===== src/dsmc_pkg.sv =====
package dsmc_pkg;

    // object dictionary index of the command word, as seen by the fieldbus stack
    localparam logic [15:0] CMD_WORD_INDEX = 16'h6040;
    localparam logic [15:0] STATE_WORD_INDEX = 16'h6041;
    localparam logic [15:0] CMD_RESET_VAL = 16'h0000;

    // command word and state word field positions
    localparam int CMD_BIT_NEW_SP = 4;
    localparam int CMD_BIT_IMMEDIATE = 5;
    localparam int CMD_BIT_RELATIVE = 6;
    localparam int CMD_BIT_FAULT_RST = 7;
    localparam int STAT_BIT_SP_ACK = 12;

    // state command values carried in the low byte
    localparam logic [7:0] CMD_DISABLE = 8'h00;
    localparam logic [7:0] CMD_QUICK_STOP = 8'h02;
    localparam logic [7:0] CMD_SHUTDOWN = 8'h06;
    localparam logic [7:0] CMD_SWITCH_ON = 8'h07;
    localparam logic [7:0] CMD_ENABLE_OP = 8'h0f;
    localparam logic [7:0] CMD_LOW_MASK = 8'h7f;

    // state codes reported in bits 0 to 9 of the state word
    localparam logic [9:0] CODE_INIT = 10'h000;
    localparam logic [9:0] CODE_NO_FAULT = 10'h250;
    localparam logic [9:0] CODE_READY = 10'h231;
    localparam logic [9:0] CODE_WAIT_ON = 10'h233;
    localparam logic [9:0] CODE_RUNNING = 10'h237;
    localparam logic [9:0] CODE_QUICK_STOP = 10'h217;
    localparam logic [9:0] CODE_FAULT_STOP = 10'h21f;
    localparam logic [9:0] CODE_FAULT = 10'h218;

    // quick stop option: codes up to this value fall back to no-fault
    localparam logic [2:0] QS_OPT_FALLBACK_MAX = 3'h3;

    // mode-specific status bits
    localparam int MODE_BITS_W = 6;
    localparam logic [MODE_BITS_W-1:0] MODE_BIT14_MASK = 6'h2f; // bit 14 is unused

    typedef enum logic [7:0] {
        DSMC_INIT = 8'b0000_0001,
        DSMC_NO_FAULT = 8'b0000_0010,
        DSMC_READY = 8'b0000_0100,
        DSMC_WAIT_ON = 8'b0000_1000,
        DSMC_RUNNING = 8'b0001_0000,
        DSMC_QUICK_STOP = 8'b0010_0000,
        DSMC_FAULT_STOP = 8'b0100_0000,
        DSMC_FAULT = 8'b1000_0000
    } dsmc_state_t;

    // set-point request presented to the motion profile generator
    typedef struct packed {
        logic new_sp;      // one-cycle pulse, set-point taken
        logic immediate;   // latched update mode
        logic relative;    // latched reference type
        logic busy;        // move in progress, attributes frozen
    } dsmc_setpoint_t;

    // conditions reported by the motion side
    typedef struct packed {
        logic init_done;
        logic init_error;
        logic fault;
        logic stop_done;
        logic move_done;
        logic [MODE_BITS_W-1:0] mode_bits; // status bits 10..15 from the mode logic
    } dsmc_motion_t;

endpackage


===== src/dsmc_ctrl.sv =====
// Summary of operation
// - after reset report 0x000, then move unprompted to no-fault 0x250
// - an error during initialization goes straight to stop-at-fault
// - command 0x06 in no-fault enters servo ready, code 0x231
// - command 0x07 in servo ready enters wait-for-servo-on, code 0x233
// - command 0x0F in wait-for-servo-on enters running, code 0x237
// - 0x07 from running to wait-on; 0x06 from running or wait-on to ready
// - 0x00 from ready, wait-on or running returns to no-fault
// - 0x02 in running enters quick stop, code 0x217
// - quick stop option 0..3 falls back to no-fault after stopping
// - option 4..7 holds in quick stop; 0x0F then resumes running
// - a fault in any state but fault enters stop-at-fault, code 0x21F
// - stop-at-fault advances to fault, code 0x218, once stopped
// - rising edge of command bit 7 takes fault back to no-fault
// - while bit 7 stays high all other state commands are ignored
// - status bits 10, 11 and 13..15 are mode bits, bit 14 always zero; bit 12 is the set-point ack
// - falling edge of bit 4 clears status bit 12 when state allows
// - rising edge of bit 4 requests a new set-point when state allows
// - bit 5 picks immediate or deferred set-point update
// - bit 6 picks absolute or relative target position
// - update mode and type latch at acceptance and hold during the move
module dsmc_ctrl
    import dsmc_pkg::*;
(
    input wire logic mclk,
    input wire logic rst_b,
    input wire logic cmd_wr,
    input wire logic [15:0] cmd_wdata,
    output logic [15:0] cmd_rdata,
    output logic [15:0] drive_state_word,
    input wire logic [2:0] quick_stop_option_code,
    input wire dsmc_pkg::dsmc_motion_t motion,
    output dsmc_pkg::dsmc_setpoint_t setpoint,
    output logic power_enable,
    output logic quick_stop_active
);
    import dsmc_pkg::*;

    logic [15:0] drive_command_word_r;
    dsmc_state_t state_r;
    dsmc_state_t state_nxt;
    logic [9:0] code_nxt;
    logic [9:0] code_r;
    logic sp_ack_r;
    logic new_sp_r;
    logic immediate_r;
    logic relative_r;
    logic busy_r;
    logic fault_rst_rise;
    logic sp_rise;
    logic sp_fall;
    logic hold_cmds;
    logic [7:0] cmd_low;
    logic sp_allowed;
    logic [MODE_BITS_W-1:0] mode_bits_r;
    logic req_disable;
    logic req_quick_stop;
    logic req_shutdown;
    logic req_switch_on;
    logic req_enable_op;
    logic sp_take;
    logic power_enable_r;
    logic quick_stop_active_r;

    // command word register, written by the fieldbus stack
    always_ff @(posedge mclk) begin
        if (!rst_b) begin
            drive_command_word_r <= CMD_RESET_VAL;
        end else if (cmd_wr) begin
            drive_command_word_r <= cmd_wdata;
        end
    end

    assign cmd_rdata = drive_command_word_r;

    // edge detection on the fault reset bit
    dsmc_edge u_fault_rst_edge (
        .mclk(mclk),
        .rst_b(rst_b),
        .lvl(drive_command_word_r[CMD_BIT_FAULT_RST]),
        .rise(fault_rst_rise),
        .fall()
    );

    // edge detection on the new set-point bit
    dsmc_edge u_sp_edge (
        .mclk(mclk),
        .rst_b(rst_b),
        .lvl(drive_command_word_r[CMD_BIT_NEW_SP]),
        .rise(sp_rise),
        .fall(sp_fall)
    );

    // bit 7 held high masks every other state command
    assign hold_cmds = drive_command_word_r[CMD_BIT_FAULT_RST];
    // bit 4..6 are set-point controls, not part of the state command
    assign cmd_low = drive_command_word_r[7:0] & CMD_LOW_MASK
                     & ~(8'h70);

    // one request per state command; the hold gate sits here once so no branch can miss it
    assign req_disable = !hold_cmds && (cmd_low == CMD_DISABLE);
    assign req_quick_stop = !hold_cmds && (cmd_low == CMD_QUICK_STOP);
    assign req_shutdown = !hold_cmds && (cmd_low == CMD_SHUTDOWN);
    assign req_switch_on = !hold_cmds && (cmd_low == CMD_SWITCH_ON);
    assign req_enable_op = !hold_cmds && (cmd_low == CMD_ENABLE_OP);

    // next-state decode; unmatched commands fall through to hold
    always_comb begin
        state_nxt = state_r;
        unique case (state_r)
            DSMC_INIT: begin
                if (motion.init_error || motion.fault) begin
                    state_nxt = DSMC_FAULT_STOP;
                end else if (motion.init_done) begin
                    state_nxt = DSMC_NO_FAULT;
                end
            end
            DSMC_NO_FAULT: begin
                if (motion.fault) begin
                    state_nxt = DSMC_FAULT_STOP;
                end else if (req_shutdown) begin
                    state_nxt = DSMC_READY;
                end
            end
            DSMC_READY: begin
                if (motion.fault) begin
                    state_nxt = DSMC_FAULT_STOP;
                end else if (req_switch_on) begin
                    state_nxt = DSMC_WAIT_ON;
                end else if (req_disable) begin
                    state_nxt = DSMC_NO_FAULT;
                end
            end
            DSMC_WAIT_ON: begin
                if (motion.fault) begin
                    state_nxt = DSMC_FAULT_STOP;
                end else if (req_enable_op) begin
                    state_nxt = DSMC_RUNNING;
                end else if (req_shutdown) begin
                    state_nxt = DSMC_READY;
                end else if (req_disable) begin
                    state_nxt = DSMC_NO_FAULT;
                end
            end
            DSMC_RUNNING: begin
                if (motion.fault) begin
                    state_nxt = DSMC_FAULT_STOP;
                end else if (req_switch_on) begin
                    state_nxt = DSMC_WAIT_ON;
                end else if (req_shutdown) begin
                    state_nxt = DSMC_READY;
                end else if (req_disable) begin
                    state_nxt = DSMC_NO_FAULT;
                end else if (req_quick_stop) begin
                    state_nxt = DSMC_QUICK_STOP;
                end
            end
            DSMC_QUICK_STOP: begin
                if (motion.fault) begin
                    state_nxt = DSMC_FAULT_STOP;
                end else if (quick_stop_option_code <= QS_OPT_FALLBACK_MAX) begin
                    if (motion.stop_done) begin
                        state_nxt = DSMC_NO_FAULT;
                    end
                end else if (motion.stop_done && req_enable_op) begin
                    state_nxt = DSMC_RUNNING;
                end
            end
            DSMC_FAULT_STOP: begin
                if (motion.stop_done) begin
                    state_nxt = DSMC_FAULT;
                end
            end
            DSMC_FAULT: begin
                if (fault_rst_rise && !motion.fault) begin
                    state_nxt = DSMC_NO_FAULT;
                end
            end
            default: begin
                state_nxt = DSMC_FAULT_STOP; // illegal one-hot code, treat as fault
            end
        endcase
    end

    // state code for the next state, so the code moves with the state
    always_comb begin
        unique case (state_nxt)
            DSMC_INIT: code_nxt = CODE_INIT;
            DSMC_NO_FAULT: code_nxt = CODE_NO_FAULT;
            DSMC_READY: code_nxt = CODE_READY;
            DSMC_WAIT_ON: code_nxt = CODE_WAIT_ON;
            DSMC_RUNNING: code_nxt = CODE_RUNNING;
            DSMC_QUICK_STOP: code_nxt = CODE_QUICK_STOP;
            DSMC_FAULT_STOP: code_nxt = CODE_FAULT_STOP;
            DSMC_FAULT: code_nxt = CODE_FAULT;
            default: code_nxt = CODE_FAULT_STOP;
        endcase
    end

    // state register and its reported code
    always_ff @(posedge mclk) begin
        if (!rst_b) begin
            state_r <= DSMC_INIT;
            code_r <= CODE_INIT;
        end else begin
            state_r <= state_nxt;
            code_r <= code_nxt;
        end
    end

    // set-points are only taken while running and not mid-transition
    assign sp_allowed = (state_r == DSMC_RUNNING) && (state_nxt == DSMC_RUNNING);

    // a set-point is taken on a bit 4 rise; in deferred mode a busy move refuses it
    assign sp_take = sp_rise && sp_allowed && (!busy_r || immediate_r);

    // new set-point pulse, one cycle for each accepted rise
    always_ff @(posedge mclk) begin
        if (!rst_b) begin
            new_sp_r <= 1'b0;
        end else begin
            new_sp_r <= sp_take;
        end
    end

    // mode and type latch only with no move running, so a running move keeps its attributes
    always_ff @(posedge mclk) begin
        if (!rst_b) begin
            immediate_r <= 1'b0;
            relative_r <= 1'b0;
        end else if (sp_take && !busy_r) begin
            immediate_r <= drive_command_word_r[CMD_BIT_IMMEDIATE];
            relative_r <= drive_command_word_r[CMD_BIT_RELATIVE];
        end
    end

    // busy from acceptance until the move ends or the drive leaves running
    always_ff @(posedge mclk) begin
        if (!rst_b) begin
            busy_r <= 1'b0;
        end else if (sp_take) begin
            busy_r <= 1'b1;
        end else if (motion.move_done || state_r != DSMC_RUNNING) begin
            busy_r <= 1'b0;
        end
    end

    // acknowledge bit 12: set on acceptance, cleared on bit 4 fall when allowed
    always_ff @(posedge mclk) begin
        if (!rst_b) begin
            sp_ack_r <= 1'b0;
        end else if (sp_take) begin
            sp_ack_r <= 1'b1; // set wins over clear
        end else if (sp_fall && (state_r == DSMC_RUNNING || state_r == DSMC_QUICK_STOP)) begin
            sp_ack_r <= 1'b0;
        end else if (state_r != DSMC_RUNNING && state_r != DSMC_QUICK_STOP) begin
            sp_ack_r <= 1'b0;
        end
    end

    // mode bits come from the mode logic; gated to zero outside running states
    always_ff @(posedge mclk) begin
        if (!rst_b) begin
            mode_bits_r <= '0;
        end else if (state_r == DSMC_RUNNING || state_r == DSMC_QUICK_STOP) begin
            mode_bits_r <= motion.mode_bits & MODE_BIT14_MASK;
        end else begin
            mode_bits_r <= '0;
        end
    end

    // state word: mode bits over the state code, bit 12 is the set-point ack
    always_comb begin
        drive_state_word = {mode_bits_r, code_r};
        drive_state_word[STAT_BIT_SP_ACK] = sp_ack_r;
    end

    assign setpoint.new_sp = new_sp_r;
    assign setpoint.immediate = immediate_r;
    assign setpoint.relative = relative_r;
    assign setpoint.busy = busy_r;

    // power flag from a flip-flop, decoded from the next state so it moves with the code
    always_ff @(posedge mclk) begin
        if (!rst_b) begin
            power_enable_r <= 1'b0;
        end else begin
            power_enable_r <= (state_nxt == DSMC_RUNNING) || (state_nxt == DSMC_QUICK_STOP)
                              || (state_nxt == DSMC_FAULT_STOP);
        end
    end

    // quick stop flag, registered the same way to stay in step with the code
    always_ff @(posedge mclk) begin
        if (!rst_b) begin
            quick_stop_active_r <= 1'b0;
        end else begin
            quick_stop_active_r <= (state_nxt == DSMC_QUICK_STOP);
        end
    end

    assign power_enable = power_enable_r;
    assign quick_stop_active = quick_stop_active_r;
endmodule


===== src/dsmc_edge.sv =====
// rising and falling edge detector on a same-clock level
module dsmc_edge (
    input wire logic mclk,
    input wire logic rst_b,
    input wire logic lvl,
    output logic rise,
    output logic fall
);
    logic lvl_r;

    // previous value starts at zero so a bit already set at reset counts as a rise
    always_ff @(posedge mclk) begin
        if (!rst_b) begin
            lvl_r <= 1'b0;
        end else begin
            lvl_r <= lvl;
        end
    end

    assign rise = lvl & ~lvl_r;
    assign fall = ~lvl & lvl_r;
endmodule


===== config.mk =====
export PLATFORM = sky130hd
export DESIGN_NAME = dsmc_ctrl
export DESIGN_NICKNAME = d
export VERILOG_FILES = /design/src/dsmc_pkg.sv /design/src/dsmc_ctrl.sv /design/src/dsmc_edge.sv
export SDC_FILE = /design/constraint.sdc
export NUM_CORES = 1
export LEC_CHECK = 0
export ABC_AREA = 1
export BUFFER_PORTS_ARGS = -buffer_cell sky130_fd_sc_hd__buf_2
export CELL_PAD_IN_SITES_DETAIL_PLACEMENT = 0
export CELL_PAD_IN_SITES_GLOBAL_PLACEMENT = 1
export CORE_AREA = 2 2 80 82
export DETAILED_ROUTE_END_ITERATION = 8
export DIE_AREA = 0 0 82 84
export GPL_TIMING_DRIVEN = 0
export PLACE_DENSITY_LB_ADDON = 0.15
export SKIP_LAST_GASP = 1
export SYNTH_ARGS = -nofsm -noshare
export SYNTH_HDL_FRONTEND = slang
export SYNTH_SLANG_ARGS = --single-unit

===== constraint.sdc =====
create_clock -name mclk -period 4.2 [get_ports mclk]
set_clock_uncertainty 0.1 [all_clocks]
set_input_delay 0 -clock mclk [delete_from_list [all_inputs] [get_ports mclk]]
set_output_delay 0 -clock mclk [all_outputs]
set_load 0.1 [all_outputs]

==> flow_summary.ini, run 1 <==
[layout]
fillCellCount = 658
regArea_um2 = 881
syn_to_final_growth_pct = 35.7
final_cells = 491
multi_input_area_um2 = 1010
drive_above_1_share_pct = 27.1
antennaDiodeCount = 0
nets = 447

[floorplan]
core_um2 = 6100
die_y_um = 84
dieArea_um2 = 6890
ios = 71
rows = 29
die_w_um = 82
initial_core_util_pct = 35.6

[sta]
fin_crit_ps = 1910
rsz0062_at_grt = no
fmax_mhz = 522
fin_tns_setup_ps = 0
whs_ps = 34.3
setup_viol = 0
slew_viol_final = 0
hold_violations = 0
period_share_pct = 45.6

[outcome]
outcome = completed

[route]
postRouteAntennaNets = 0
drc = 0
viasPerCell = 4.52
wl_per_cell_um = 11.7
first_pass_iters = 4
drtIter0Drc = 118
vias = 2218
drt_wl_total_mm = 5.76

[synth]
synth_area_per_cell_um2 = 6.89
synth_top_family_by_area = simple AND/OR/NAND/NOR gates
synth-main-ff-cell = dfxtp_1
synthXorXnorAreaFrac_pct = 0
synth_compound_area_share_pct = 10.8
synthesis.instances = 315
syn_area_um2 = 2170
yosysSeqAreaShare_pct = 40.6
async_flop_share_pct = 0
synth_simple_gate_area_share_pct = 35.3
synth_cell_types = 29
yosysMostFrequentCell = nor2_1
ys_seq_elements = 44
synth_warnings = 0
synth_top_area_share_pct = 40.6
synth-edff-count = 0
synth_commonest_cells = 62 x nor2_1, 60 x nand2_1, 44 x dfxtp_1
yosys.area.top_type = dfxtp_1
synthAdderAreaFrac_pct = 0
synth_mux_area_share_pct = 0
synthTopCellsByArea = dfxtp_1 41%, nor2_1 11%, nand2_1 10%

[global_route]
grt_max_degree = 14
grt_pass1_vias = 2199
antenna_found_initial = 0
grt-ovfl-total = 0
grt_pass1_wl_mm = 9.78
grtUsageTotal_pct = 18.0

[cts]
cts_root_buf = clkbuf_8
clock-sinks = 44
clk_path_buf_depth = 2
cts_tree = done
clk_pin_slew_ps = 90
insertion_delay_ps = 290
htreeDepth = 2
numCtsBuffers = 5

[min_path]
hp-class = primary input to register

[critical_path]
crit_required_ps = 4300
cp_max_fo = 4
path_class = register to register
timing.reg2reg.setup_slack_ps = 2290
worstSetupStartpointType = register
crit_arrival_ps = 2010
end_kind = register

[power_and_ir_drop]
pwr-share-clk_pct = 26.1
intPower_uw = 619
power_density_nw_per_um2 = 337
p_seq_share_pct = 45.3
ir_worst_vdd_mv = 0.216
sw_frac_of_total_pct = 37.6
p_leak_uw = 0.00156
p_switching_uw = 374
power_frac_comb_pct = 28.6

[place]
placed_cells = 456
dpl.hpwl_mm = 4.31
routabilityCongestion = 0.852
port_buffers = 62

[run]
max_cap_viol_count = 0
## flip-flops by register name, summed over array words and instances, names as in the netlist
signal	flops
cmd_rdata	16
state_r	8
code_r	7
mode_bits_r	4
busy_r	1
immediate_r	1
new_sp_r	1
power_enable	1
quick_stop_active	1
relative_r	1
sp_ack_r	1
u_fault_rst_edge.lvl_r	1
u_sp_edge.lvl_r	1
## cells in the final DEF, fill, tap and decap left out, types with 2 or more instances in the layout
master | synthesis | routed
inv_2 | 3 | 3
buf_2 | 0 | 62
inv_1 | 36 | 36
a21oi_1 | 10 | 10
clkbuf_1 | 4 | 4
o21ai_0 | 25 | 25
nand2_2 | 5 | 5
dlygate4sd3_1 | 0 | 28
nand4_1 | 2 | 2
a21oi_2 | 2 | 2
o211ai_1 | 2 | 2
nor2_4 | 3 | 3
nand3b_1 | 2 | 2
clkinv_2 | 2 | 3
clkbuf_8 | 0 | 5
nand3_1 | 17 | 17
nor2_2 | 8 | 8
a31oi_1 | 2 | 2
nand3_2 | 5 | 5
buf_4 | 12 | 12
conb_1 | 1 | 3
nor2_1 | 62 | 62
nand2_1 | 60 | 60
dfxtp_1 | 44 | 44
## final timing paths
kind,cells past startpoint,to,startpoint
worst max-delay path,7,code_r[4],state_r[2]
worst min-delay path,4,state_r[1],motion[9]
worst max register to register,7,code_r[4],state_r[2]
worst min register to register,2,u_sp_edge.lvl_r,cmd_rdata[4]
## power by group through the flow
stage / Clock [µW] / Combinational (µW) / Sequential [µW]
finish: 259 / 284 / 450
global route: 284 / 303 / 453
CTS: 271 / 285 / 451
detailed placement: 0 / 264 / 460
global placement: 0 / 264 / 460
floorplan: 0 / 98.2 / 576
## layout make-up
| cell class | instances | share of cell area [%] |
|---|---|---|
| Clock buffer | 5 | 2.34 |
| Clock inverter | 2 | 0.425 |
| Tap cell | 77 | 3.27 |
| Multi-Input combinational cell | 213 | 34.4 |
| Sequential cell | 44 | 29.9 |
| Timing Repair Buffer | 90 | 20.0 |
| Buffer | 18 | 4.25 |
| Inverter | 42 | 5.44 |
## kinds of logic (layout without fill, tap and decap cells)
kind of cell | count (synthesis) | count (layout)
flip-flops | 44 | 44
buffers and inverters | 60 | 157
other | 1 | 3
AND/OR/NAND/NOR | 167 | 167
AO/OA/AOI/OAI | 43 | 43
## timing repair
action                                 CTS  global route
endpoints found under the hold margin   25             0
setup buffers                            0             0
resized for setup                        0             0
hold buffers                            28             0
## metrics by stage
step / setup slack, ps / total power (µW) / area [µm²] / utilization [%]
after detailed placement: 2400 / 725 / 2580 / 42.4
after CTS: 2270 / 1010 / 2950 / 48.3
after floorplan: 1910 / 674 / 2180 / -
after global routing: 2180 / 1040 / 2950 / 48.3
after global placement: 2420 / 723 / 2580 / 42.4
final: 2290 / 993 / 2950 / 48.3
## critical path, stage by stage (launching register included)
cell           delay [ps]
dfxtp_1               370
nor2_2                200
nand3_1               120
nor2_1                190
nand2_1                60
o21ai_0               130
dlygate4sd3_1         590
inv_1                  50
## routing by layer
layer	track usage, %	vias up	routed length [µm]
met3	3.25	6	225
met2	31.6	46	2850
li1	-	1170	-
met4	4.55	0	61
met5	0	-	0
met1	22.2	996	2620
Power figures use the tool's default switching activity.
==> run 2, diff against run 1 <==
- CORE_AREA: 2 2 80 82 -> 2 2 82 84
- DIE_AREA: 0 0 82 84 -> 0 0 84 86
- clock period: 4.2 -> 1.8 ns (I/O delays scaled with it)
==> run 2 against run 1 <==
Sequential power grew 130%. Via count rose by 0.54%. Clock power is 140% higher. Largest cell class unchanged. Critical path type unchanged. Worst hold slack improved by 8.4 ps. Largest power group unchanged. Total power rose by 140%. Global-route usage is 1.5 points lower. Worst setup slack got worse by 2200 ps. Final cell count increased by 0.61%. Cell area rose by 4.9%. Critical endpoint is now code_r[0]. Sequential share of layout area shrank 0.47 points.
==> flow_summary.ini, run 2 (synthesized netlist as in run 1, its figures left out) <==
[min_path]
worstHoldStart = motion[7]
whs_endpoint = state_r[7]
hp-class = primary input to register
holdPathStages = 3

[route]
dr_wl_met3_um = 242
wl_met1_mm = 2.64
vias = 2230
topRoutingLayerUsed = met4
postRouteAntennaNets = 0
drtIter0Drc = 116
drt_wl_total_mm = 5.82
viasPerCell = 4.51
met2_length_mm = 2.91
drc = 0
wl_per_cell_um = 11.8
first_pass_iters = 4

[floorplan]
initial_core_util_pct = 34.6
rows = 29
dieArea_um2 = 7220
die_y_um = 86
die_w_um = 84
core_um2 = 6280
ios = 71

[sta]
hold_violations = 0
fin_tns_setup_ps = 0
fin_crit_ps = 1710
fmax_mhz = 586
slew-limit-headroom_pct = 61.6
setup_viol = 0
period_share_pct = 94.8
rsz0062_at_grt = yes
worst-slew-pin-transition_ps = 575
slew_viol_final = 0

[critical_path]
end_kind = register
r2r-end = code_r[0]
worstSetupStartpointType = register
crit_arrival_ps = 1800
crit_required_ps = 1900
cp_max_fo = 6
rr_worst_depth = 13
path_class = register to register
r2r-start = state_r[1]
timing.reg2reg.setup_slack_ps = 90

[place]
dpl.hpwl_mm = 4.25
port_buffers = 62
routabilityCongestion = 0.870
post_dp_cell_area_um2 = 2600

[global_route]
grt_max_degree = 14
antenna_found_initial = 0
grt_pass1_wl_mm = 9.60
grt-ovfl-total = 0
grt_pass1_vias = 2166
grtUsageTotal_pct = 16.5

[cts]
cts_root_buf = clkbuf_8
clock-sinks = 44
clk_pin_slew_ps = 90
numCtsBuffers = 5
cts_tree = done
htreeDepth = 2
insertion_delay_ps = 300
clk_path_buf_depth = 2

[layout]
final_common_cell = buf_2
antennaDiodeCount = 0
nets = 449
syn_to_final_growth_pct = 42.4
largest_reg_flops = 16
final_cell_mix = 62 x buf_2, 58 x nand2_1, 54 x nor2_1, 35 x inv_1, 33 x dfxtp_1
drive_above_1_share_pct = 33.8
design_area_um2 = 3090

[power_and_ir_drop]
totalPowerFinal_uw = 2360
p_switching_uw = 894
p_leak_uw = 0.00161
power_frac_comb_pct = 29.3
pwr-share-clk_pct = 26.1
power_density_nw_per_um2 = 762
intPower_uw = 1460
p_seq_share_pct = 44.5
ir_worst_vdd_mv = 0.450
sw_frac_of_total_pct = 37.9

[outcome]
outcome = completed

[run]
max_cap_viol_count = 0
run 2: metal layers:
| metal | up-vias | GRT usage (%) |
|---|---|---|
| met5 | - | 0 |
| met4 | 0 | 4.40 |
| met3 | 2 | 2.89 |
| met2 | 48 | 29.6 |
| met1 | 1006 | 20.5 |
| li1 | 1174 | - |
run 2: worst max-delay path, cell delays in order (launching register included):
cell and delay (ps):
dfxtp_4 380, nor2_4 120, buf_6 120, nand2_4 50, nor2_4 150, inv_2 50, nand2_1 50, nor2_1 50
nand2_1 70, nand3_2 100, nor2_4 200, nand3_2 80, nand2_1 60, inv_1 40
run 2: final cells by class:
class,instances,area (µm²)
plain buffers,18,125
clock buffers,6,72.6
clock inverters,2,11.3
fillers,633,3190
inverters,42,160
multi-input cells,213,1110
flip-flops and latches,44,910
well taps,77,96.3
repair buffers,92,607
run 2: worst max-delay path by stage:
stage	start	endpoint	cells after the start
6_report	state_r[1]	code_r[0]	13
3_3_place_gp	state_r[2]	code_r[3]	12
2_1_floorplan	cmd_rdata[2]	code_r[0]	11
3_5_place_dp	cmd_rdata[7]	sp_ack_r	10
4_1_cts	state_r[2]	sp_ack_r	11
5_1_grt	state_r[1]	code_r[3]	13
run 2: power by group through the flow:
stage	Combinational [µW]	Clock (µW)	Sequential (µW)
after floorplan	229	0	1340
after global placement	619	0	1070
after detailed placement	619	0	1070
after CTS	665	639	1050
after global routing	735	677	1060
final	691	616	1050
run 2: timing repair:
| action | 4_1_cts | 5_1_grt |
|---|---|---|
| resized for setup | 0 | 35 |
| setup endpoints to repair | 0 | 12 |
| hold endpoints to repair | 26 | 0 |
| hold buffers | 27 | 0 |
| buffers inserted | 0 | 3 |
run 2: through the flow:
| stage | std cells | util (%) | hold slack [ps] | setup slack (ps) |
|---|---|---|---|---|
| floorplan | 317 | - | 1.57 | 27.8 |
| global placement | 456 | 41.4 | 99.5 | 16.9 |
| detailed placement | 456 | 41.4 | 106 | 37.3 |
| CTS | 491 | 47.1 | 8.48 | 7.30 |
| global route | 494 | 49.3 | 95.2 | -37.1 |
| finish | 494 | 49.3 | 42.7 | 94.2 |
